File: src/design/spd_pkg.sv
// constants and types for the power-down, reset and termination controller
//----------------------------------------------------------------------
//----------------------------------------------------------------------
package spd_pkg;

	//----------------------------------------------------------------------
	// clock
	//----------------------------------------------------------------------
	localparam int CLK_PERIOD_PS = 8000;

	//----------------------------------------------------------------------
	// times in their own units
	//----------------------------------------------------------------------
	localparam int RST_LOW_NS = 100;
	localparam int XPDLL_NS = 24;
	localparam int XPDLL_MIN_CK = 10;
	localparam int WR_NS = 15;
	localparam int XP_NS = 6;
	localparam int PD_MIN_NS = 6;
	localparam int CKE_MIN_NS = 6;
	localparam int RFC_NS = 160;
	localparam int REFI_NS = 7800;
	localparam int PD_MAX_REFI = 9;
	localparam int CPDED_CK = 1;
	localparam int MOD_CK = 12;
	localparam int ZQ_CK = 64;
	localparam int CAS_LAT_CK = 6;
	localparam int CWL_CK = 5;

	//----------------------------------------------------------------------
	// derived cycle counts, least times rounded up
	//----------------------------------------------------------------------
	localparam int RST_CYC = (RST_LOW_NS * 1000 + CLK_PERIOD_PS - 1) / CLK_PERIOD_PS;
	localparam int XPDLL_NS_CYC = (XPDLL_NS * 1000 + CLK_PERIOD_PS - 1) / CLK_PERIOD_PS;
	localparam int XPDLL_CYC = (XPDLL_NS_CYC > XPDLL_MIN_CK) ? XPDLL_NS_CYC : XPDLL_MIN_CK;
	localparam int WR_CYC = (WR_NS * 1000 + CLK_PERIOD_PS - 1) / CLK_PERIOD_PS;
	localparam int XP_CYC = (XP_NS * 1000 + CLK_PERIOD_PS - 1) / CLK_PERIOD_PS;
	localparam int PD_MIN_CYC = (PD_MIN_NS * 1000 + CLK_PERIOD_PS - 1) / CLK_PERIOD_PS;
	localparam int CKE_CYC = (CKE_MIN_NS * 1000 + CLK_PERIOD_PS - 1) / CLK_PERIOD_PS;
	localparam int RFC_CYC = (RFC_NS * 1000 + CLK_PERIOD_PS - 1) / CLK_PERIOD_PS;
	// longest time: rounded down
	localparam int PD_MAX_CYC = (PD_MAX_REFI * REFI_NS * 1000) / CLK_PERIOD_PS;
	localparam int RD_PDEN_CYC = CAS_LAT_CK + 4 + 1;
	localparam int WR_PDEN_CYC = CWL_CK + 4 + WR_CYC;
	localparam int SHORT_PDEN_CYC = 1;

	localparam int TMR_W = 16;
	localparam int NUM_BANKS = 8;
	localparam int BANK_W = 3;

	//----------------------------------------------------------------------
	// commands and states
	//----------------------------------------------------------------------
	typedef enum logic [3:0] {
		CMD_NOP, CMD_ACT, CMD_PRE, CMD_PREA, CMD_REF,
		CMD_RD, CMD_READ_WITH_AUTO_CLOSE, CMD_WR, CMD_MRS, CMD_ZQ
	} spd_cmd_t;

	typedef enum logic [2:0] {
		ST_RST_HOLD, ST_INIT, ST_IDLE, ST_PD_ENTRY, ST_PD, ST_PD_EXIT
	} spd_state_t;

endpackage : spd_pkg

File: src/design/spd_ctrl.sv
// host-side power-down, reset and termination controller
`timescale 1ns/1ps
`default_nettype none
module spd_ctrl #(
	parameter int PD_MAX_CYCLES = spd_pkg::PD_MAX_CYC
) (
	// clock and reset
	input wire logic i_sys_clk,
	input wire logic i_rstn,
	// user commands
	input wire logic i_cmd_valid,
	input wire spd_pkg::spd_cmd_t i_cmd,
	input wire logic [spd_pkg::BANK_W-1:0] i_cmd_bank,
	output logic o_cmd_accept,
	// user power-down and reset control
	input wire logic i_pd_req,
	input wire logic i_reset_req,
	input wire logic i_init_done,
	input wire logic i_pd_fast_exit,
	input wire logic i_dll_locked,
	input wire logic i_dll_reset_done,
	// user termination control
	input wire logic i_odt_req,
	input wire logic i_rtt_nom_en,
	// memory pins
	output logic o_cke,
	output logic o_reset_n,
	output logic o_odt,
	output spd_pkg::spd_cmd_t o_cmd,
	output logic [spd_pkg::BANK_W-1:0] o_cmd_bank,
	// status
	output logic o_init_req,
	output logic o_pd_active,
	output logic o_pd_precharge,
	output logic o_pd_slow,
	output logic o_dll_reset_req
);
	import spd_pkg::*;

	spd_state_t state;
	logic [NUM_BANKS-1:0] bank_open;
	logic slow_pending;
	logic dll_was_unlocked;
	logic op_done, rfc_done, xp_done, xpdll_done, cpded_done, pdmin_done, pdmax_done, ckehi_done, rst_done;
	logic take_cmd, go_entry, go_exit, read_cmd, dll_block;
	logic [TMR_W-1:0] op_len;

	//----------------------------------------------------------------------
	// timers
	//----------------------------------------------------------------------
	logic ld_op, ld_rfc, ld_entry, ld_exit, ld_rst;

	assign ld_op = take_cmd;
	assign ld_rfc = take_cmd && (i_cmd == CMD_REF);
	assign ld_entry = go_entry;
	assign ld_exit = go_exit;
	assign ld_rst = i_reset_req;

	always_comb begin
		case (i_cmd)
			CMD_RD, CMD_READ_WITH_AUTO_CLOSE: op_len = TMR_W'(RD_PDEN_CYC);
			CMD_WR: op_len = TMR_W'(WR_PDEN_CYC);
			CMD_MRS: op_len = TMR_W'(MOD_CK);
			CMD_ZQ: op_len = TMR_W'(ZQ_CK);
			default: op_len = TMR_W'(SHORT_PDEN_CYC);
		endcase
	end

	spd_timer #(.W(TMR_W)) u_op (.i_sys_clk(i_sys_clk), .i_rstn(i_rstn), .i_load(ld_op),
		.i_value(op_len), .o_done(op_done));
	spd_timer #(.W(TMR_W)) u_rfc (.i_sys_clk(i_sys_clk), .i_rstn(i_rstn), .i_load(ld_rfc),
		.i_value(TMR_W'(RFC_CYC)), .o_done(rfc_done));
	spd_timer #(.W(TMR_W)) u_cpded (.i_sys_clk(i_sys_clk), .i_rstn(i_rstn), .i_load(ld_entry),
		.i_value(TMR_W'(CPDED_CK)), .o_done(cpded_done));
	spd_timer #(.W(TMR_W)) u_pdmin (.i_sys_clk(i_sys_clk), .i_rstn(i_rstn), .i_load(ld_entry),
		.i_value(TMR_W'(PD_MIN_CYC)), .o_done(pdmin_done));
	spd_timer #(.W(TMR_W)) u_pdmax (.i_sys_clk(i_sys_clk), .i_rstn(i_rstn), .i_load(ld_entry),
		.i_value(TMR_W'(PD_MAX_CYCLES)), .o_done(pdmax_done));
	spd_timer #(.W(TMR_W)) u_xp (.i_sys_clk(i_sys_clk), .i_rstn(i_rstn), .i_load(ld_exit),
		.i_value(TMR_W'(XP_CYC)), .o_done(xp_done));
	spd_timer #(.W(TMR_W)) u_xpdll (.i_sys_clk(i_sys_clk), .i_rstn(i_rstn), .i_load(ld_exit),
		.i_value(TMR_W'(XPDLL_CYC)), .o_done(xpdll_done));
	spd_timer #(.W(TMR_W)) u_ckehi (.i_sys_clk(i_sys_clk), .i_rstn(i_rstn), .i_load(ld_exit),
		.i_value(TMR_W'(CKE_CYC)), .o_done(ckehi_done));
	// loaded at controller reset too, so the first reset pulse is full length
	spd_timer #(.W(TMR_W), .RST_VAL(TMR_W'(RST_CYC))) u_rst (.i_sys_clk(i_sys_clk), .i_rstn(i_rstn),
		.i_load(ld_rst), .i_value(TMR_W'(RST_CYC)), .o_done(rst_done));

	//----------------------------------------------------------------------
	// request decode
	//----------------------------------------------------------------------
	assign read_cmd = (i_cmd == CMD_RD) || (i_cmd == CMD_READ_WITH_AUTO_CLOSE);
	assign dll_block = (slow_pending && !xpdll_done) || o_dll_reset_req;
	assign take_cmd = (state == ST_IDLE) && !i_reset_req && i_cmd_valid && xp_done
		&& !(read_cmd && dll_block);
	// entry waits for mode, zq, read, write to finish and tXPDLL after a prior exit
	assign go_entry = (state == ST_IDLE) && !i_reset_req && !i_cmd_valid && i_pd_req
		&& op_done && xpdll_done && ckehi_done && rfc_done;
	// pd_max forces an exit even while the user still asks to stay down
	assign go_exit = (state == ST_PD) && !i_reset_req && pdmin_done
		&& (!i_pd_req || pdmax_done);

	//----------------------------------------------------------------------
	// state
	//----------------------------------------------------------------------
	always_ff @(posedge i_sys_clk or negedge i_rstn) begin
		if (!i_rstn) begin
			state <= ST_RST_HOLD;
		end else if (i_reset_req) begin
			state <= ST_RST_HOLD;
		end else begin
			case (state)
				ST_RST_HOLD: begin
					if (rst_done) begin
						state <= ST_INIT;
					end
				end
				ST_INIT: begin
					if (i_init_done) begin
						state <= ST_IDLE;
					end
				end
				ST_IDLE: begin
					if (go_entry) begin
						state <= ST_PD_ENTRY;
					end
				end
				ST_PD_ENTRY: begin
					if (cpded_done) begin
						state <= ST_PD;
					end
				end
				ST_PD: begin
					if (go_exit) begin
						state <= ST_PD_EXIT;
					end
				end
				ST_PD_EXIT: begin
					state <= ST_IDLE;
				end
				default: state <= ST_RST_HOLD;
			endcase
		end
	end

	//----------------------------------------------------------------------
	// bank tracking
	//----------------------------------------------------------------------
	genvar b;
	generate
		for (b = 0; b < NUM_BANKS; b = b + 1) begin : g_bank
			always_ff @(posedge i_sys_clk or negedge i_rstn) begin
				if (!i_rstn) begin
					bank_open[b] <= 1'b0;
				end else if (i_reset_req) begin
					bank_open[b] <= 1'b0;
				end else if (take_cmd && i_cmd == CMD_PREA) begin
					// checked first: the bank field of a close-all names no bank
					bank_open[b] <= 1'b0;
				end else if (take_cmd && (i_cmd_bank == BANK_W'(b))) begin
					if (i_cmd == CMD_ACT) begin
						bank_open[b] <= 1'b1;
					end else if (i_cmd == CMD_PRE || i_cmd == CMD_READ_WITH_AUTO_CLOSE) begin
						bank_open[b] <= 1'b0;
					end
				end
			end
		end
	endgenerate

	//----------------------------------------------------------------------
	// power-down kind and dll bookkeeping
	//----------------------------------------------------------------------
	always_ff @(posedge i_sys_clk or negedge i_rstn) begin
		if (!i_rstn) begin
			o_pd_precharge <= 1'b0;
			o_pd_slow <= 1'b0;
			dll_was_unlocked <= 1'b0;
		end else if (go_entry) begin
			o_pd_precharge <= (bank_open == '0);
			o_pd_slow <= (bank_open == '0) && !i_pd_fast_exit;
			dll_was_unlocked <= !i_dll_locked;
		end
	end

	always_ff @(posedge i_sys_clk or negedge i_rstn) begin
		if (!i_rstn) begin
			slow_pending <= 1'b0;
		end else if (go_exit && o_pd_slow) begin
			slow_pending <= 1'b1;
		end else if (xpdll_done || i_reset_req) begin
			slow_pending <= 1'b0;
		end
	end

	// set wins over the done pulse
	always_ff @(posedge i_sys_clk or negedge i_rstn) begin
		if (!i_rstn) begin
			o_dll_reset_req <= 1'b0;
		end else if (go_exit && dll_was_unlocked) begin
			o_dll_reset_req <= 1'b1;
		end else if (i_dll_reset_done || i_reset_req) begin
			o_dll_reset_req <= 1'b0;
		end
	end

	//----------------------------------------------------------------------
	// pins
	//----------------------------------------------------------------------
	always_ff @(posedge i_sys_clk or negedge i_rstn) begin
		if (!i_rstn) begin
			o_reset_n <= 1'b0;
			o_cke <= 1'b0;
		end else if (i_reset_req || state == ST_RST_HOLD) begin
			o_reset_n <= (state == ST_RST_HOLD) && rst_done && !i_reset_req;
			o_cke <= 1'b0;
		end else if (go_entry) begin
			o_cke <= 1'b0;
		end else if (go_exit) begin
			o_cke <= 1'b1;
		end else if (state == ST_INIT) begin
			o_cke <= i_init_done;
		end
	end

	always_ff @(posedge i_sys_clk or negedge i_rstn) begin
		if (!i_rstn) begin
			o_cmd <= CMD_NOP;
			o_cmd_bank <= '0;
			o_cmd_accept <= 1'b0;
		end else begin
			// nop on every entry, power-down and exit cycle
			o_cmd <= take_cmd ? i_cmd : CMD_NOP;
			o_cmd_bank <= take_cmd ? i_cmd_bank : '0;
			o_cmd_accept <= take_cmd;
		end
	end

	// odt held valid through power-down; off during reset, init and dll wait
	always_ff @(posedge i_sys_clk or negedge i_rstn) begin
		if (!i_rstn) begin
			o_odt <= 1'b0;
		end else begin
			o_odt <= i_odt_req && i_rtt_nom_en && !i_reset_req && !dll_block
				&& state != ST_RST_HOLD && state != ST_INIT;
		end
	end

	always_ff @(posedge i_sys_clk or negedge i_rstn) begin
		if (!i_rstn) begin
			o_init_req <= 1'b0;
			o_pd_active <= 1'b0;
		end else begin
			o_init_req <= (state == ST_RST_HOLD && rst_done) || (state == ST_INIT && !i_init_done);
			o_pd_active <= go_entry || ((state == ST_PD_ENTRY || state == ST_PD) && !go_exit && !i_reset_req);
		end
	end

endmodule : spd_ctrl
`default_nettype wire

File: src/design/spd_timer.sv
// down-counting interval timer
`timescale 1ns/1ps
`default_nettype none
module spd_timer #(
	parameter int W = 16,
	parameter logic [W-1:0] RST_VAL = '0
) (
	// clock and reset
	input wire logic i_sys_clk,
	input wire logic i_rstn,
	// control
	input wire logic i_load,
	input wire logic [W-1:0] i_value,
	// status
	output logic o_done
);
	logic [W-1:0] count;

	// keeps the longer of the running and the new interval, so a short
	// command cannot cut the wait left by a read or write
	always_ff @(posedge i_sys_clk or negedge i_rstn) begin
		if (!i_rstn) begin
			count <= RST_VAL;
		end else if (i_load && (i_value >= count)) begin
			count <= i_value;
		end else if (count != '0) begin
			count <= count - {{(W-1){1'b0}}, 1'b1};
		end
	end

	assign o_done = (count == '0);
endmodule : spd_timer
`default_nettype wire

File: config.mk
export PLATFORM = sky130hd
export DESIGN_NAME = spd_ctrl
export DESIGN_NICKNAME = d
export VERILOG_FILES = /design/src/design/spd_pkg.sv /design/src/design/spd_ctrl.sv /design/src/design/spd_timer.sv
export SDC_FILE = /design/constraint.sdc
export NUM_CORES = 1
export LEC_CHECK = 0
export ABC_AREA = 1
export BUFFER_PORTS_ARGS = -buffer_cell sky130_fd_sc_hd__buf_4
export CORE_MARGIN = 2
export CORE_UTILIZATION = 30
export DETAILED_ROUTE_END_ITERATION = 8
export GPL_ROUTABILITY_DRIVEN = 0
export MAX_ROUTING_LAYER = met4
export PLACE_DENSITY = 0.55
export SLEW_MARGIN = 10
export SYNTH_ARGS = -nofsm -noshare
export SYNTH_HDL_FRONTEND = slang
export SYNTH_SLANG_ARGS = --single-unit
File: constraint.sdc
create_clock -name i_sys_clk -period 3 [get_ports i_sys_clk]
set_clock_uncertainty 0.05 [all_clocks]
set_input_delay 0.15 -clock i_sys_clk [delete_from_list [all_inputs] [get_ports i_sys_clk]]
set_output_delay 0.15 -clock i_sys_clk [all_outputs]
set_load 0.02 [all_outputs]
==> key figures <==
Run status
  • Status: completed

Worst setup path
  • FF-to-FF path depth: 11
  • Critical Path Fanout Max: 12
  • Max incr delay on CP: 530 ps
  • Reg-to-reg slack, setup: 460 ps
  • CP Buf/Inv Count: 5
  • Reg2reg start: u_pdmax.count[0]
  • Slowest cell on the critical path: dlygate4sd3_1
  • RR Endpoint: o_dll_reset_req
  • Crit-path cells: dlygate4sd3_1 > buf_4 > inv_1 > nor3_1 > inv_1 > o21ai_0 > ha_1 > a21oi_1 > nand2_1 > nand2_1 > nand2_1 > nand2_1 > nand2_1 > nand3_2 > nand2_1 > inv_2 > nand2_1 > nand2_1
  • Crit path DAT: 2880 ps
  • Crit-path leading delay family: simple AND/OR/NAND/NOR gates
  • Path type of the worst setup path: primary input to flop
  • Crit path top cell by count: nand2_1
  • Startpoint types: primary input
  • Required @ worst endpoint: 3330 ps
  • Setup crit end kind: flop

GRT
  • Vias in the first global route: 8522
  • Largest net degree at the start of global routing: 66
  • Global route overflow: 0
  • Initial antenna violation count: 0
  • First-pass GRT wire length: 41230 um
  • All-Layer GR Usage: 0.1434

CTS
  • Hold_buf cts: 14
  • CTS tree: yes
  • Post-CTS sizing: 0
  • Clock Latency Late Sink: 440 ps
  • Total CTS buffers: 17
  • Clock Tree Buf Depth: 2
  • Clk sinks: 173
  • Clock-pin slew on the worst setup and hold paths: 80 ps
  • Clock Root Buffer: clkbuf_16
  • H-tree depth: 4
  • Setup bufs post-CTS: 0

Floorplan
  • Row cnt: 68
  • Std-Cell Core Area: 34460 um2
  • Die Wd: 190.8 um
  • Chip height: 190.8 um
  • DIE AREA: 36410 um2
  • IO Pins: 34
  • Initial Utilization: 0.3038

Pwr
  • Pint: 0.004655 W
  • Combinational share of power: 0.226
  • Clk pwr share: 0.335
  • Net switching power: 0.002301 W
  • PnR Total Power: 0.006956 W
  • Seq pwr share: 0.440
  • Peak supply drop: 0.0004447 V
  • Leak: 6.553 nW
  • Switch share: 0.3307
  • PwrDens: 578.8 nW/um2

Cells and area
  • Share of cells above drive strength 1: 0.1271
  • Fin area: 12020 um2
  • Nets: 1459
  • Antenna cells: 0
  • Area Overhead vs Synth: 14.79%

Worst hold path
  • Hold path startpoint: i_init_done
  • Worst hold path class: primary input to flop
  • Worst Hold End: o_init_req
  • Hold Crit Depth: 4

Yosys
  • Yosys top cell by area: dfrtp_1
  • Netlist cell types: 52
  • Post-synth EDFFs: 0
  • Cells after Synth: 1362
  • #FFs+latches synth: 173
  • Area contributors post-synth: dfrtp_1, nand2_1, inv_1
  • Ys async rst share: 1.000
  • Synthesis warning total: 0
  • Synth Cell Area: 10470 um2
  • Seq/Total Area, Yosys: 0.4138
  • Synth Net Count: 1401
  • Top FF cell, synth: dfrtp_1
  • Syn Area/Cell: 7.687 um2
  • Top-area cell type share of the netlist area: 0.4063
  • Most common cell in the netlist: nand2_1
  • List of most frequent post-synthesis cells: nand2_1, inv_1, dfrtp_1

Placement
  • Cell Area, Placed: 11270 um2
  • IO buf count: 33
  • Detailed placement HPWL: 17700 um
  • Pre-CTS setup slack: 565.5 ps

Route
  • DR DRC count: 0
  • Vias per std cell: 4.578
  • Pre-antenna DRT Iters: 5
  • Routed WL per cell: 12.73 um
  • Via count: 8638
  • 1st-iter DRT viols: 484
  • WL final: 24020 um
  • ANT nets after route: 0

STA
  • Slew @ Worst Pin: 682.0 ps
  • Final setup fails: 0
  • Hold Vio Cnt, Final: 0
  • Min Tclk post-route: 2547 ps
  • Fmax: 392.7 MHz
  • Fin crit share: 0.8489
  • Final Max Slew Viols: 0
  • Final worst-path setup slack: 453.3 ps
  • RSZ-0062 raised after global routing: no
  • Fin Hold WS: 6.302 ps
  • Setup TNS: 0 ps
  • Max-slew headroom: 0.5453

Job
  • Max_cap viols: 0
==> cell usage in the layout, fill, tap and decap left out, drive strengths merged, types with 4 or more instances in the layout <==
cell type / instances
o211ai: 7
nand4: 53
dlygate4sd3: 14
xnor2: 22
clkinv: 4
inv: 240
dfrtp: 170
buf: 41
or2: 16
nand3b: 28
ha: 21
clkinvlp: 4
nor4: 21
nor2: 185
xor2: 51
and3: 7
nand3: 112
nor3: 54
a21oi: 10
nand2: 301
clkbuf: 19
o21ai: 29
==> routing by layer <==
layer / vias up / share of wire / GRT usage
li1: 4446 / - / -
met1: 4081 / 0.50 / 0.1878
met2: 97 / 0.47 / 0.2322
met3: 14 / 0.028 / 0.02668
met4: 0 / 0.0089 / 0.02803
met5: - / 0 / -
==> worst max path at each step <==
stage	startpoint	endpoint	cells after the start	slack (ps)
2_1_floorplan	i_cmd[3]	u_op.count[1]	17	1070
3_3_place_gp	i_cmd[1]	u_op.count[0]	16	600
3_5_place_dp	i_cmd[3]	u_op.count[1]	17	570
4_1_cts	u_pdmax.count[0]	o_dll_reset_req	11	450
5_1_grt	i_cmd[3]	u_op.count[0]	20	90
6_report	i_cmd[3]	u_op.count[1]	18	450
==> worst min-delay path, delay by kind of cell <==
family	cells	cell delay, ps
and+or+nand+nor	2	160
buffers and inverters	2	140
==> sequential cells by signal (all words and copies together), names as in the netlist, 3 cells and up <==
name	cells
u_cpded.count	16
u_xp.count	16
o_cmd_bank	3
u_rst.count	16
state	3
u_op.count	16
u_pdmin.count	16
u_pdmax.count	16
u_rfc.count	16
bank_open	8
u_ckehi.count	16
o_cmd	4
u_xpdll.count	16
==> per-stage QoR <==
stage	cells	util
6_report	1887	0.3488
2_1_floorplan	1362	-
3_3_place_gp	1842	0.3272
5_1_grt	1887	0.3488
4_1_cts	1887	0.3488
3_5_place_dp	1842	0.3272
==> cell families after synthesis <==
group / after synthesis / synth area share
compound gates: 60 / 0.03705
xor+xnor: 73 / 0.06107
fa+ha+maj: 21 / 0.02510
buf+inv: 255 / 0.09453
flops: 173 / 0.4138
simple gates: 780 / 0.3684
==> power by group through the flow <==
stage               Combinational, W  Sequential, W  Clock, W
global route                 0.00183        0.00312   0.00249
CTS                          0.00159        0.00305   0.00240
global placement             0.00154        0.00309         0
finish                       0.00157        0.00306   0.00233
detailed placement           0.00157        0.00309         0
floorplan                    0.00124        0.00301         0
==> layout make-up <==
cell class	count	area [um2]
Multi-Input combinational cell	934	5147
Clock buffer	19	442.9
Clock inverter	12	162.7
Fill cell	3619	22440
Tap cell	455	569.3
Sequential cell	173	4333
Timing Repair Buffer	55	464.2
Inverter	239	899.6
(Power assumes the default switching activity.)
